[config.mk]
export PLATFORM = sky130hd
export DESIGN_NAME = serial_port_core
export DESIGN_NICKNAME = d
export VERILOG_FILES = /design/src/serial_port_pkg.sv /design/src/queue_mem.sv /design/src/serial_port_core.sv
export SDC_FILE = /design/constraint.sdc
export NUM_CORES = 1
export LEC_CHECK = 0
export BUFFER_PORTS_ARGS = -buffer_cell sky130_fd_sc_hd__buf_2
export CAP_MARGIN = 10
export CORE_ASPECT_RATIO = 1.75
export CORE_MARGIN = 2
export CORE_UTILIZATION = 45
export CTS_CLUSTER_SIZE = 10
export DETAILED_ROUTE_END_ITERATION = 10
export GPL_TIMING_DRIVEN = 0
export SETUP_SLACK_MARGIN = 0.4
export SLEW_MARGIN = 20
export SYNTH_ARGS = -nofsm -noshare
export SYNTH_HDL_FRONTEND = slang
export SYNTH_SLANG_ARGS = --single-unit
[constraint.sdc]
create_clock -name hclk -period 7 [get_ports hclk]
set_input_delay 1.75 -clock hclk [delete_from_list [all_inputs] [get_ports hclk]]
set_output_delay 1.75 -clock hclk [all_outputs]
set_load 0.02 [all_outputs]
[src/serial_port_pkg.sv]
// Constants, field layout and record types of the serial port core.
// Assumes a 40 MHz register clock that also clocks the baud generator.
package serial_port_pkg;

  // Register indices; the byte address is four times the index.
  localparam logic [2:0] IDX_DATA  = 3'h0;
  localparam logic [2:0] IDX_IER   = 3'h1;
  localparam logic [2:0] IDX_IDENT = 3'h2;
  localparam logic [2:0] IDX_LCR   = 3'h3;
  localparam logic [2:0] IDX_MCR   = 3'h4;
  localparam logic [2:0] IDX_LSR   = 3'h5;
  localparam logic [2:0] IDX_MSR   = 3'h6;
  localparam logic [2:0] IDX_SCR   = 3'h7;

  // Queue control field positions.
  localparam int QC_ENABLE   = 0;
  localparam int QC_RX_RESET = 1;
  localparam int QC_TX_RESET = 2;
  localparam int QC_DMA      = 3;
  localparam int QC_LVL_LO   = 6;

  // Modem control field positions.
  localparam int MC_DTR  = 0;
  localparam int MC_RTS  = 1;
  localparam int MC_RI   = 2;
  localparam int MC_IRQ  = 3;
  localparam int MC_LOOP = 4;

  // Reset values.
  localparam logic [7:0]  LCR_RST = 8'h03;
  localparam logic [7:0]  MCR_RST = 8'h00;
  localparam logic [7:0]  IER_RST = 8'h00;
  localparam logic [7:0]  SCR_RST = 8'h00;
  // 40 MHz / 16 / 80 gives the 31250 bit/s instrument link rate.
  localparam logic [15:0] DIV_RST = 16'h0050;

  // Timing counts in sixteen-times ticks.
  localparam logic [5:0] TICKS_BIT    = 6'h10;
  localparam logic [5:0] TICKS_HALF   = 6'h08;
  localparam logic [5:0] TICKS_STOP15 = 6'h18;
  localparam logic [5:0] TICKS_STOP2  = 6'h20;

  // Interrupt identification codes, bits 3..1.
  localparam logic [2:0] ID_LINE = 3'h3;
  localparam logic [2:0] ID_RX   = 3'h2;
  localparam logic [2:0] ID_TX   = 3'h1;
  localparam logic [2:0] ID_MDM  = 3'h0;

  typedef struct packed {
    logic       dlab;
    logic       brk;
    logic       stick;
    logic       even;
    logic       par_en;
    logic       stop_x;
    logic [1:0] wl;
  } line_ctrl_s;

  typedef struct packed {
    logic       brk;
    logic       ferr;
    logic       perr;
    logic [7:0] data;
  } rx_entry_s;

  typedef struct packed {
    logic dcd;
    logic ri;
    logic dsr;
    logic cts;
  } modem_in_s;

endpackage
[src/queue_mem.sv]
// Storage array for one queue of W-bit entries, with registered read data.
// Assumes the caller keeps pointers and counts.
`timescale 1ns/1ps
module queue_mem #(
  parameter int W = 8,
  parameter int D = 16,
  parameter int A = 4
) (
  input  wire logic         clk,   // Clock.
  input  wire logic         we,    // Write strobe.
  input  wire logic [A-1:0] waddr, // Write address.
  input  wire logic [W-1:0] wdata, // Write data.
  input  wire logic [A-1:0] raddr, // Read address.
  output logic      [W-1:0] rdata  // Registered read data.
);

  logic [W-1:0] mem [D];

  always_ff @(posedge clk) begin
    if (we) begin
      mem[waddr] <= wdata;
    end
  end

  // A write to the head entry passes straight through.
  always_ff @(posedge clk) begin
    if (we && waddr == raddr) begin
      rdata <= wdata;
    end else begin
      rdata <= mem[raddr];
    end
  end

endmodule

[src/serial_port_core.sv]
// Asynchronous serial port with AHB-Lite register access.
// Assumes serial and modem inputs synchronous to hclk.
`timescale 1ns/1ps
module serial_port_core
  import serial_port_pkg::*;
#(
  parameter int DEPTH = 16,
  parameter int AW    = 4
) (
  input  wire logic        hclk,            // Clock.
  input  wire logic        hresetn,         // Async reset, low.
  input  wire logic        hsel,            // Slave select.
  input  wire logic [31:0] haddr,           // Byte address.
  input  wire logic [1:0]  htrans,          // Transfer type.
  input  wire logic        hwrite,          // Write access.
  input  wire logic [2:0]  hsize,           // Transfer size.
  input  wire logic        hready,          // Bus ready.
  input  wire logic [31:0] hwdata,          // Write data.
  output logic      [31:0] hrdata,          // Read data.
  output logic             hreadyout,       // Slave ready.
  output logic             hresp,           // Response, always OKAY.
  input  wire logic        serial_in,       // Serial line input.
  output logic             serial_out,      // Serial line output.
  output logic             infrared_tx_out, // Infrared output.
  input  wire logic        cts_n,           // Clear to send, low.
  input  wire logic        dsr_n,           // Data set ready, low.
  input  wire logic        ri_n,            // Ring indicator, low.
  input  wire logic        dcd_n,           // Carrier detect, low.
  output logic             rts_n,           // Request to send, low.
  output logic             dtr_n            // Terminal ready, low.
);
  import serial_port_pkg::*;

  typedef enum logic [4:0] {
    S_IDLE  = 5'b00001,
    S_START = 5'b00010,
    S_DATA  = 5'b00100,
    S_PAR   = 5'b01000,
    S_STOP  = 5'b10000
  } bit_state_e;

  line_ctrl_s   lc_q;
  logic [7:0]   ier_q, mcr_q, scr_q;
  logic [15:0]  div_q, baud_cnt_q;
  logic         tick_q;
  logic         qen_q, dma_q;
  logic [1:0]   lvl_q;
  logic         ph_q, ph_wr_q, ph_map_q;
  logic [2:0]   ph_idx_q;
  logic         wr_go, rd_go;
  logic [7:0]   wdat, rd_val;
  logic         loop;
  logic [AW-1:0] tx_wp_q, tx_rp_q, rx_wp_q, rx_rp_q;
  logic [AW:0]  tx_cnt_q, rx_cnt_q, rx_err_cnt_q, cap, lvl_n;
  logic [7:0]   tx_head;
  rx_entry_s    rx_head, rx_new;
  logic         tx_push, tx_pop, rx_push, rx_pop, rx_full;
  logic         tx_clr, rx_clr;
  bit_state_e   tx_st_q, rx_st_q;
  logic [5:0]   tx_tk_q, rx_tk_q, stop_len;
  logic [2:0]   tx_bit_q, rx_bit_q, last_bit;
  logic [7:0]   tx_sh_q, rx_sh_q, mask;
  logic         tx_line_q, tx_par_q, rx_par_q, rx_prev_q, rxd;
  logic         oe_q, pe_q, fe_q, bi_q, thre_irq_q;
  modem_in_s    ms_now, ms_prev_q;
  logic [3:0]   msd_q;
  logic [3:0]   pend;
  logic [2:0]   id_code;

  function automatic logic par_bit(input logic [7:0] d,
                                   input line_ctrl_s c);
    if (c.stick) begin
      return ~c.even;
    end
    return c.even ? ~(^d) : (^d);
  endfunction

  assign wdat     = hwdata[7:0];
  assign wr_go    = ph_q && ph_wr_q && ph_map_q;
  assign rd_go    = ph_q && !ph_wr_q && !hreadyout;
  assign loop     = mcr_q[MC_LOOP];
  assign mask     = 8'hff >> (2'd3 - lc_q.wl);
  assign last_bit = {1'b1, lc_q.wl};
  assign stop_len = !lc_q.stop_x ? TICKS_BIT :
                    (lc_q.wl == 2'd0 ? TICKS_STOP15 : TICKS_STOP2);
  assign cap      = qen_q ? (AW+1)'(DEPTH) : (AW+1)'(1);
  assign rx_full  = rx_cnt_q >= cap;
  assign rxd      = loop ? tx_line_q : serial_in;

  // Bus slave: writes finish with no wait, reads take one wait state.
  always_ff @(posedge hclk or negedge hresetn) begin
    if (!hresetn) begin
      ph_q     <= 1'b0;
      ph_wr_q  <= 1'b0;
      ph_map_q <= 1'b0;
      ph_idx_q <= 3'h0;
    end else if (hreadyout) begin
      ph_q     <= hsel && hready && htrans[1];
      ph_wr_q  <= hwrite;
      ph_map_q <= haddr[31:5] == 27'h0;
      ph_idx_q <= haddr[4:2];
    end
  end

  always_ff @(posedge hclk or negedge hresetn) begin
    if (!hresetn) begin
      hreadyout <= 1'b1;
      hrdata    <= 32'h0;
      hresp     <= 1'b0;
    end else begin
      hresp <= 1'b0;
      if (hreadyout && hsel && hready && htrans[1] && !hwrite) begin
        hreadyout <= 1'b0;
      end else if (rd_go) begin
        hreadyout <= 1'b1;
        hrdata    <= {24'h0, ph_map_q ? rd_val : 8'h0};
      end
    end
  end

  always_comb begin
    rd_val = 8'h0;
    unique case (ph_idx_q)
      IDX_DATA:  rd_val = lc_q.dlab ? div_q[7:0] : rx_head.data;
      IDX_IER:   rd_val = lc_q.dlab ? div_q[15:8] : ier_q;
      IDX_IDENT: rd_val = {qen_q, qen_q, 2'b00, id_code, ~|pend};
      IDX_LCR:   rd_val = lc_q;
      IDX_MCR:   rd_val = {3'b000, mcr_q[4:0]};
      IDX_LSR:   rd_val = {qen_q && rx_err_cnt_q != '0,
                           tx_cnt_q == '0 && tx_st_q == S_IDLE,
                           tx_cnt_q == '0, bi_q, fe_q, pe_q, oe_q,
                           rx_cnt_q != '0};
      IDX_MSR:   rd_val = {ms_now, msd_q};
      IDX_SCR:   rd_val = scr_q;
    endcase
  end

  // Control registers.
  always_ff @(posedge hclk or negedge hresetn) begin
    if (!hresetn) begin
      lc_q  <= LCR_RST;
      ier_q <= IER_RST;
      mcr_q <= MCR_RST;
      scr_q <= SCR_RST;
      div_q <= DIV_RST;
    end else if (wr_go) begin
      unique case (ph_idx_q)
        IDX_DATA: if (lc_q.dlab) div_q[7:0] <= wdat;
        IDX_IER:
          if (lc_q.dlab) begin
            div_q[15:8] <= wdat;
          end else begin
            ier_q <= {4'h0, wdat[3:0]};
          end
        IDX_LCR:   lc_q  <= wdat;
        IDX_MCR:   mcr_q <= {3'b000, wdat[4:0]};
        IDX_SCR:   scr_q <= wdat;
        default: ;
      endcase
    end
  end

  // Queue control; DMA and level bits are stored only with queues enabled; the DMA bit drives nothing.
  always_ff @(posedge hclk or negedge hresetn) begin
    if (!hresetn) begin
      qen_q <= 1'b0;
      dma_q <= 1'b0;
      lvl_q <= 2'b00;
    end else if (wr_go && ph_idx_q == IDX_IDENT) begin
      qen_q <= wdat[QC_ENABLE];
      if (wdat[QC_ENABLE]) begin
        dma_q <= wdat[QC_DMA];
        lvl_q <= wdat[QC_LVL_LO +: 2];
      end
    end
  end

  assign tx_clr = wr_go && ph_idx_q == IDX_IDENT &&
                  (wdat[QC_TX_RESET] || wdat[QC_ENABLE] != qen_q);
  assign rx_clr = wr_go && ph_idx_q == IDX_IDENT &&
                  (wdat[QC_RX_RESET] || wdat[QC_ENABLE] != qen_q);

  // Baud generator: one tick every divisor clocks, zero stops it.
  always_ff @(posedge hclk or negedge hresetn) begin
    if (!hresetn) begin
      baud_cnt_q <= 16'h0;
      tick_q     <= 1'b0;
    end else if (div_q == 16'h0 || baud_cnt_q >= div_q - 16'h1) begin
      baud_cnt_q <= 16'h0;
      tick_q     <= div_q != 16'h0;
    end else begin
      baud_cnt_q <= baud_cnt_q + 16'h1;
      tick_q     <= 1'b0;
    end
  end

  // Transmit queue.
  assign tx_push = wr_go && ph_idx_q == IDX_DATA && !lc_q.dlab &&
                   tx_cnt_q < cap;

  always_ff @(posedge hclk or negedge hresetn) begin
    if (!hresetn) begin
      tx_wp_q  <= '0;
      tx_rp_q  <= '0;
      tx_cnt_q <= '0;
    end else if (tx_clr) begin
      tx_wp_q  <= '0;
      tx_rp_q  <= '0;
      tx_cnt_q <= '0;
    end else begin
      if (tx_push) tx_wp_q <= tx_wp_q + 1'b1;
      if (tx_pop) tx_rp_q <= tx_rp_q + 1'b1;
      tx_cnt_q <= tx_cnt_q + (AW+1)'(tx_push) - (AW+1)'(tx_pop);
    end
  end

  queue_mem #(.W(8), .D(DEPTH), .A(AW)) u_tx_mem (
    .clk   (hclk),
    .we    (tx_push),
    .waddr (tx_wp_q),
    .wdata (wdat),
    .raddr (tx_rp_q),
    .rdata (tx_head)
  );

  // Transmitter: the head byte is taken at the end of the start bit.
  assign tx_pop = tick_q && tx_st_q == S_START &&
                  tx_tk_q == TICKS_BIT - 6'h1 && tx_cnt_q != '0;

  always_ff @(posedge hclk or negedge hresetn) begin
    if (!hresetn) begin
      tx_st_q   <= S_IDLE;
      tx_tk_q   <= 6'h0;
      tx_bit_q  <= 3'h0;
      tx_sh_q   <= 8'h0;
      tx_par_q  <= 1'b0;
      tx_line_q <= 1'b1;
    end else if (tx_st_q == S_IDLE) begin
      tx_line_q <= 1'b1;
      tx_tk_q   <= 6'h0;
      if (tx_cnt_q != '0 && !tx_clr) begin
        tx_st_q   <= S_START;
        tx_line_q <= 1'b0;
      end
    end else if (tick_q) begin
      tx_tk_q <= tx_tk_q + 6'h1;
      unique case (tx_st_q)
        S_START:
          if (tx_tk_q == TICKS_BIT - 6'h1) begin
            tx_tk_q   <= 6'h0;
            tx_sh_q   <= {1'b0, tx_head[7:1]};
            tx_line_q <= tx_head[0];
            tx_par_q  <= par_bit(tx_head & mask, lc_q);
            tx_bit_q  <= 3'h0;
            tx_st_q   <= tx_pop ? S_DATA : S_IDLE;
          end
        S_DATA:
          if (tx_tk_q == TICKS_BIT - 6'h1) begin
            tx_tk_q  <= 6'h0;
            tx_bit_q <= tx_bit_q + 3'h1;
            tx_sh_q  <= {1'b0, tx_sh_q[7:1]};
            if (tx_bit_q != last_bit) begin
              tx_line_q <= tx_sh_q[0];
            end else if (lc_q.par_en) begin
              tx_line_q <= tx_par_q;
              tx_st_q   <= S_PAR;
            end else begin
              tx_line_q <= 1'b1;
              tx_st_q   <= S_STOP;
            end
          end
        S_PAR:
          if (tx_tk_q == TICKS_BIT - 6'h1) begin
            tx_tk_q   <= 6'h0;
            tx_line_q <= 1'b1;
            tx_st_q   <= S_STOP;
          end
        S_STOP:
          if (tx_tk_q == stop_len - 6'h1) begin
            tx_st_q <= S_IDLE;
          end
        default: tx_st_q <= S_IDLE;
      endcase
    end
  end

  // Line and modem pins, all registered.
  always_ff @(posedge hclk or negedge hresetn) begin
    if (!hresetn) begin
      serial_out      <= 1'b1;
      infrared_tx_out <= 1'b1;
      rts_n           <= 1'b1;
      dtr_n           <= 1'b1;
    end else begin
      serial_out      <= loop || (tx_line_q && !lc_q.brk);
      infrared_tx_out <= tx_line_q && !lc_q.brk;
      rts_n           <= loop || !mcr_q[MC_RTS];
      dtr_n           <= loop || !mcr_q[MC_DTR];
    end
  end

  // Receiver.
  always_ff @(posedge hclk or negedge hresetn) begin
    if (!hresetn) begin
      rx_st_q   <= S_IDLE;
      rx_tk_q   <= 6'h0;
      rx_bit_q  <= 3'h0;
      rx_sh_q   <= 8'h0;
      rx_par_q  <= 1'b0;
      rx_prev_q <= 1'b1;
      rx_push   <= 1'b0;
      rx_new    <= '0;
    end else begin
      rx_prev_q <= rxd;
      rx_push   <= 1'b0;
      if (rx_st_q == S_IDLE) begin
        rx_tk_q <= 6'h0;
        if (rx_prev_q && !rxd) begin
          rx_st_q <= S_START;
        end
      end else if (tick_q) begin
        rx_tk_q <= rx_tk_q + 6'h1;
        unique case (rx_st_q)
          S_START:
            if (rx_tk_q == TICKS_HALF - 6'h1) begin
              rx_tk_q  <= 6'h0;
              rx_bit_q <= 3'h0;
              rx_sh_q  <= 8'h0;
              rx_st_q  <= rxd ? S_IDLE : S_DATA;
            end
          S_DATA:
            if (rx_tk_q == TICKS_BIT - 6'h1) begin
              rx_tk_q           <= 6'h0;
              rx_sh_q[rx_bit_q] <= rxd;
              rx_bit_q          <= rx_bit_q + 3'h1;
              if (rx_bit_q == last_bit) begin
                rx_st_q <= lc_q.par_en ? S_PAR : S_STOP;
              end
            end
          S_PAR:
            if (rx_tk_q == TICKS_BIT - 6'h1) begin
              rx_tk_q  <= 6'h0;
              rx_par_q <= rxd;
              rx_st_q  <= S_STOP;
            end
          S_STOP:
            if (rx_tk_q == TICKS_BIT - 6'h1) begin
              rx_st_q      <= S_IDLE;
              rx_push      <= 1'b1;
              rx_new.data  <= rx_sh_q;
              rx_new.ferr  <= !rxd;
              rx_new.perr  <= lc_q.par_en &&
                              rx_par_q != par_bit(rx_sh_q, lc_q);
              rx_new.brk   <= !rxd && rx_sh_q == 8'h0 &&
                              !(lc_q.par_en && rx_par_q);
            end
          default: rx_st_q <= S_IDLE;
        endcase
      end
    end
  end

  // Receive queue; a byte arriving when full is dropped as overrun.
  assign rx_pop = rd_go && ph_idx_q == IDX_DATA && !lc_q.dlab &&
                  ph_map_q && rx_cnt_q != '0;

  always_ff @(posedge hclk or negedge hresetn) begin
    if (!hresetn) begin
      rx_wp_q      <= '0;
      rx_rp_q      <= '0;
      rx_cnt_q     <= '0;
      rx_err_cnt_q <= '0;
    end else if (rx_clr) begin
      rx_wp_q      <= '0;
      rx_rp_q      <= '0;
      rx_cnt_q     <= '0;
      rx_err_cnt_q <= '0;
    end else begin
      if (rx_push && !rx_full) rx_wp_q <= rx_wp_q + 1'b1;
      if (rx_pop) rx_rp_q <= rx_rp_q + 1'b1;
      rx_cnt_q <= rx_cnt_q + (AW+1)'(rx_push && !rx_full) -
                  (AW+1)'(rx_pop);
      rx_err_cnt_q <= rx_err_cnt_q +
                      (AW+1)'(rx_push && !rx_full &&
                              (rx_new.perr || rx_new.ferr || rx_new.brk)) -
                      (AW+1)'(rx_pop &&
                              (rx_head.perr || rx_head.ferr || rx_head.brk));
    end
  end

  queue_mem #(.W(11), .D(DEPTH), .A(AW)) u_rx_mem (
    .clk   (hclk),
    .we    (rx_push && !rx_full),
    .waddr (rx_wp_q),
    .wdata (rx_new),
    .raddr (rx_rp_q),
    .rdata (rx_head)
  );

  // Line status error flags; a new event beats the read clear.
  always_ff @(posedge hclk or negedge hresetn) begin
    if (!hresetn) begin
      oe_q <= 1'b0;
      pe_q <= 1'b0;
      fe_q <= 1'b0;
      bi_q <= 1'b0;
    end else begin
      if (rd_go && ph_map_q && ph_idx_q == IDX_LSR) begin
        oe_q <= 1'b0;
        pe_q <= 1'b0;
        fe_q <= 1'b0;
        bi_q <= 1'b0;
      end
      if (rx_push && rx_full) oe_q <= 1'b1;
      if (rx_push && rx_new.perr) pe_q <= 1'b1;
      if (rx_push && rx_new.ferr) fe_q <= 1'b1;
      if (rx_push && rx_new.brk) bi_q <= 1'b1;
    end
  end

  // Modem status: pins, or modem control bits in loopback.
  always_comb begin
    if (loop) begin
      ms_now = {mcr_q[MC_IRQ], mcr_q[MC_RI], mcr_q[MC_DTR],
                mcr_q[MC_RTS]};
    end else begin
      ms_now = ~{dcd_n, ri_n, dsr_n, cts_n};
    end
  end

  always_ff @(posedge hclk or negedge hresetn) begin
    if (!hresetn) begin
      ms_prev_q <= '0;
      msd_q     <= 4'h0;
    end else begin
      ms_prev_q <= ms_now;
      if (rd_go && ph_map_q && ph_idx_q == IDX_MSR) begin
        msd_q <= 4'h0;
      end
      if (ms_now.cts != ms_prev_q.cts) msd_q[0] <= 1'b1;
      if (ms_now.dsr != ms_prev_q.dsr) msd_q[1] <= 1'b1;
      if (!ms_now.ri && ms_prev_q.ri) msd_q[2] <= 1'b1;
      if (ms_now.dcd != ms_prev_q.dcd) msd_q[3] <= 1'b1;
    end
  end

  // Transmit-empty source: set when the queue drains.
  always_ff @(posedge hclk or negedge hresetn) begin
    if (!hresetn) begin
      thre_irq_q <= 1'b0;
    end else if (tx_pop && tx_cnt_q == (AW+1)'(1)) begin
      thre_irq_q <= 1'b1;
    end else if (tx_push ||
                 (rd_go && ph_map_q && ph_idx_q == IDX_IDENT &&
                  id_code == ID_TX)) begin
      thre_irq_q <= 1'b0;
    end
  end

  always_comb begin
    unique case (lvl_q)
      2'b00: lvl_n = (AW+1)'(1);
      2'b01: lvl_n = (AW+1)'(4);
      2'b10: lvl_n = (AW+1)'(8);
      2'b11: lvl_n = (AW+1)'(14);
    endcase
  end

  assign pend[3] = ier_q[2] && (oe_q || pe_q || fe_q || bi_q);
  assign pend[2] = ier_q[0] && rx_cnt_q >= (qen_q ? lvl_n : (AW+1)'(1));
  assign pend[1] = ier_q[1] && thre_irq_q;
  assign pend[0] = ier_q[3] && msd_q != 4'h0;

  always_comb begin
    if (pend[3]) begin
      id_code = ID_LINE;
    end else if (pend[2]) begin
      id_code = ID_RX;
    end else if (pend[1]) begin
      id_code = ID_TX;
    end else begin
      id_code = ID_MDM;
    end
  end

endmodule

==> metrics.txt <==
Clock Sink Count 495; Yosys reg bits 495; dpl hpwl 38730 um; library cells used by synthesis 77; Setup Buffers After CTS 0; hold path start tx_rp_q[3]$_DFFE_PN0P_; pre-CTS setup slack 2.504 ns; Detail Route Antenna Nets 0; cell area after synthesis 22240 um2; CTS clock-pin slew for the worst setup and hold paths 0.06 ns; layout cells sized above 1 15.64%; dominant cell by count in the synthesized netlist edfxtp_1; Startpoint Class flop; hold buffers post-CTS 0; Ports 117; die area 51290 um2; clk buf depth 3; share of the synthesized area in the top cell type 41.04%; Clock Latency Late Sink 0.61 ns; worst reg2reg path depth 17; Setup TNS 0 ns; synthesized instance count 1591; crit path DAT 4.89 ns; cell row count 107; Worst Skew 0.03411 ns; number of synthesized flops with an enable pin 304; Nets 1893; Final Slew Violations 0; Synth area leaders edfxtp_1 (41%), dfrtp_1 (19%), mux4_2 (7.7%); routed via count 13480; vias in the first global route 14230; kind of end point of the critical path flop; DRT iter0 DRCs 901; Max Clk Rate 229.2 MHz; Synth Flop Type edfxtp_1; Layout area overhead 13.42%; Post-Layout Cell Count 2444; hold depth 0; placed cell area 23600 um2; # port buffers 61; pwr/cell area 278.7 nW/um2; initial antenna violation count 0; Post-synth ARST share 36.97%; DRT Pass-1 Iters 8; setup ws final 2.637 ns; worst hold path type reg2reg; Seq/Total Area, Yosys 62.42%; Synth area leader edfxtp_1; dpl cells 2342; global route hottest layer met2; worst path required time 7.52 ns; Ys Warns 0; Critical-path top delay cell a21oi_1; Slew HR 34.38%; Final Hold Viols 0; first-pass GRT wire length 83050 um; final WL 53840 um; final instance area 25230 um2; unrepaired setup endpoints after global routing false; Max Cap Viol 0; worst-margin pin slew 0.9807 ns; met2 Usage GRT 41.60%; Initial Util 45.64%; final setup fails 0; critical path peak fanout 9; crit-path max cell delay 0.43 ns; CTS H-tree depth 2; met3 usage in global routing 2.351%; Clock Tree Root clkbuf_16; crit path launch qen_q$_DFFE_PN0P_; largest net degree at the start of global routing 97; Via density 5.514; Num CTS Buffers 55; r2r startpoint qen_q$_DFFE_PN0P_; Leak 10.02 nW; Final Util 51.77%; min Tclk post-route 4.363 ns; gpl congestion 0.9436; met1 Track Usage GR 23.16%; # resized after CTS 0; cells along the critical path clkbuf_1 -> inv_2 -> ha_1 -> inv_1 -> o2111ai_1 -> a21oi_1 -> and2_1 -> clkbuf_1 -> inv_2 -> ha_1 -> inv_1 -> ha_1 -> fa_1 -> a21oi_1 -> nor2_1 -> or3_1 -> a21oi_1; aggregate global routing overflow 0; VDD IR max 0.1949 mV; status completed; total track usage 21.45%; WS Path Type reg2reg; Die Y 298.1 um; core area 48730 um2; Synth Area per Inst 13.98 um2; DRC Markers 0; diode count 0; fin crit share 62.32%; WL per Instance 22.03 um; top post-synthesis cells by count edfxtp_1 (304), dfrtp_1 (170), nand2_1 (116), nor2_1 (86), mux4_2 (76); CTS tree built; Die W 172.1 um
[flip-flops by register name, summed over array words and instances, names as in the netlist, 5 cells and up, named ones only]
name	flops
u_rx_mem.mem	176
u_tx_mem.mem	128
baud_cnt_q	16
div_q	16
rx_new	11
hrdata	8
rx_sh_q	8
scr_q	8
tx_sh_q	7
lc_q	6
rx_tk_q	6
tx_tk_q	6
mcr_q	5
rx_cnt_q	5
rx_err_cnt_q	5
rx_st_q	5
tx_cnt_q	5
tx_st_q	5
[cell usage in the layout (no fill, tap or decap), types with 23 or more instances in the layout]
cell type	synthesis	final
conb_1	1	25
buf_4	25	25
and2_1	29	29
nand2_1	116	116
nor3_1	32	31
xor2_1	35	35
mux4_2	76	76
nor4_1	28	23
clkbuf_1	53	96
edfxtp_1	304	304
dfrtp_1	170	170
a21oi_1	54	54
mux2_1	55	55
clkbuf_16	0	56
xnor2_1	43	43
nand3_1	44	44
buf_2	4	75
ha_1	66	66
nor2_1	86	82
o21ai_1	36	36
o21ai_0	26	26
inv_1	47	47
[worst paths after layout]
kind	end	slack, ns
setup / recovery	rx_cnt_q[4]$_DFF_PN0_	2.64
hold / removal	flop	0.39
setup reg to reg	rx_cnt_q[4]$_DFF_PN0_	2.64
hold reg to reg	flop	0.39
max in group asynchronous	baud_cnt_q[5]$_DFF_PN0_	4.85
min in group asynchronous	rx_st_q[4]$_DFFE_PN0P_	1.15
[area by class of cell]
class | count | area [um2]
tap | 654 | 818.3
clock inverter | 2 | 50.05
multi-input combinational | 970 | 7814
sequential | 495 | 13880
timing repair buffer | 73 | 397.9
clock buffer | 100 | 1577
fill | 4187 | 23510
inverter | 56 | 210.2
buffer | 94 | 475.5
[routing by layer]
metal	vias up	routed length, um
li1	6212	-
met4	0	2118
met5	-	0
met1	6844	19460
met3	102	1951
met2	318	30310
[cell families after synthesis]
| family | count (synthesis) | share of synthesized area, % |
|---|---|---|
| muxes | 158 | 11.74 |
| adders and majority gates | 69 | 3.983 |
| AOI/OAI and AO/OA | 228 | 6.587 |
| DFF | 495 | 62.42 |
| xor gates and xnor gates | 79 | 3.178 |
| other | 1 | 0.01686 |
| and+or+nand+nor | 411 | 8.989 |
| buffers and inverters | 150 | 3.083 |
[through the flow]
stage | hold WS [ns] | power, mW
2_1_floorplan | 0.3653 | 4.076
3_3_place_gp | 0.3780 | 4.393
3_5_place_dp | 0.3761 | 4.421
4_1_cts | 0.3902 | 7.082
5_1_grt | 0.4073 | 7.306
6_report | 0.3855 | 7.030
[power breakdown]
group	leakage, nW	switching (mW)	total [mW]	internal (mW)
registers	5.48	0.111	3.32	3.21
logic	3.77	0.669	1.06	0.387
clock network	0.769	1.14	2.65	1.51
[critical path: cells and delay by family, from the launching register on]
family	cells	cell delay (ns)
compound gates	4	0.84
fa+ha+maj	4	1.26
buf+inv	6	1.19
flops	1	0.32
simple gates	3	0.66
(Power assumes the default switching activity.)
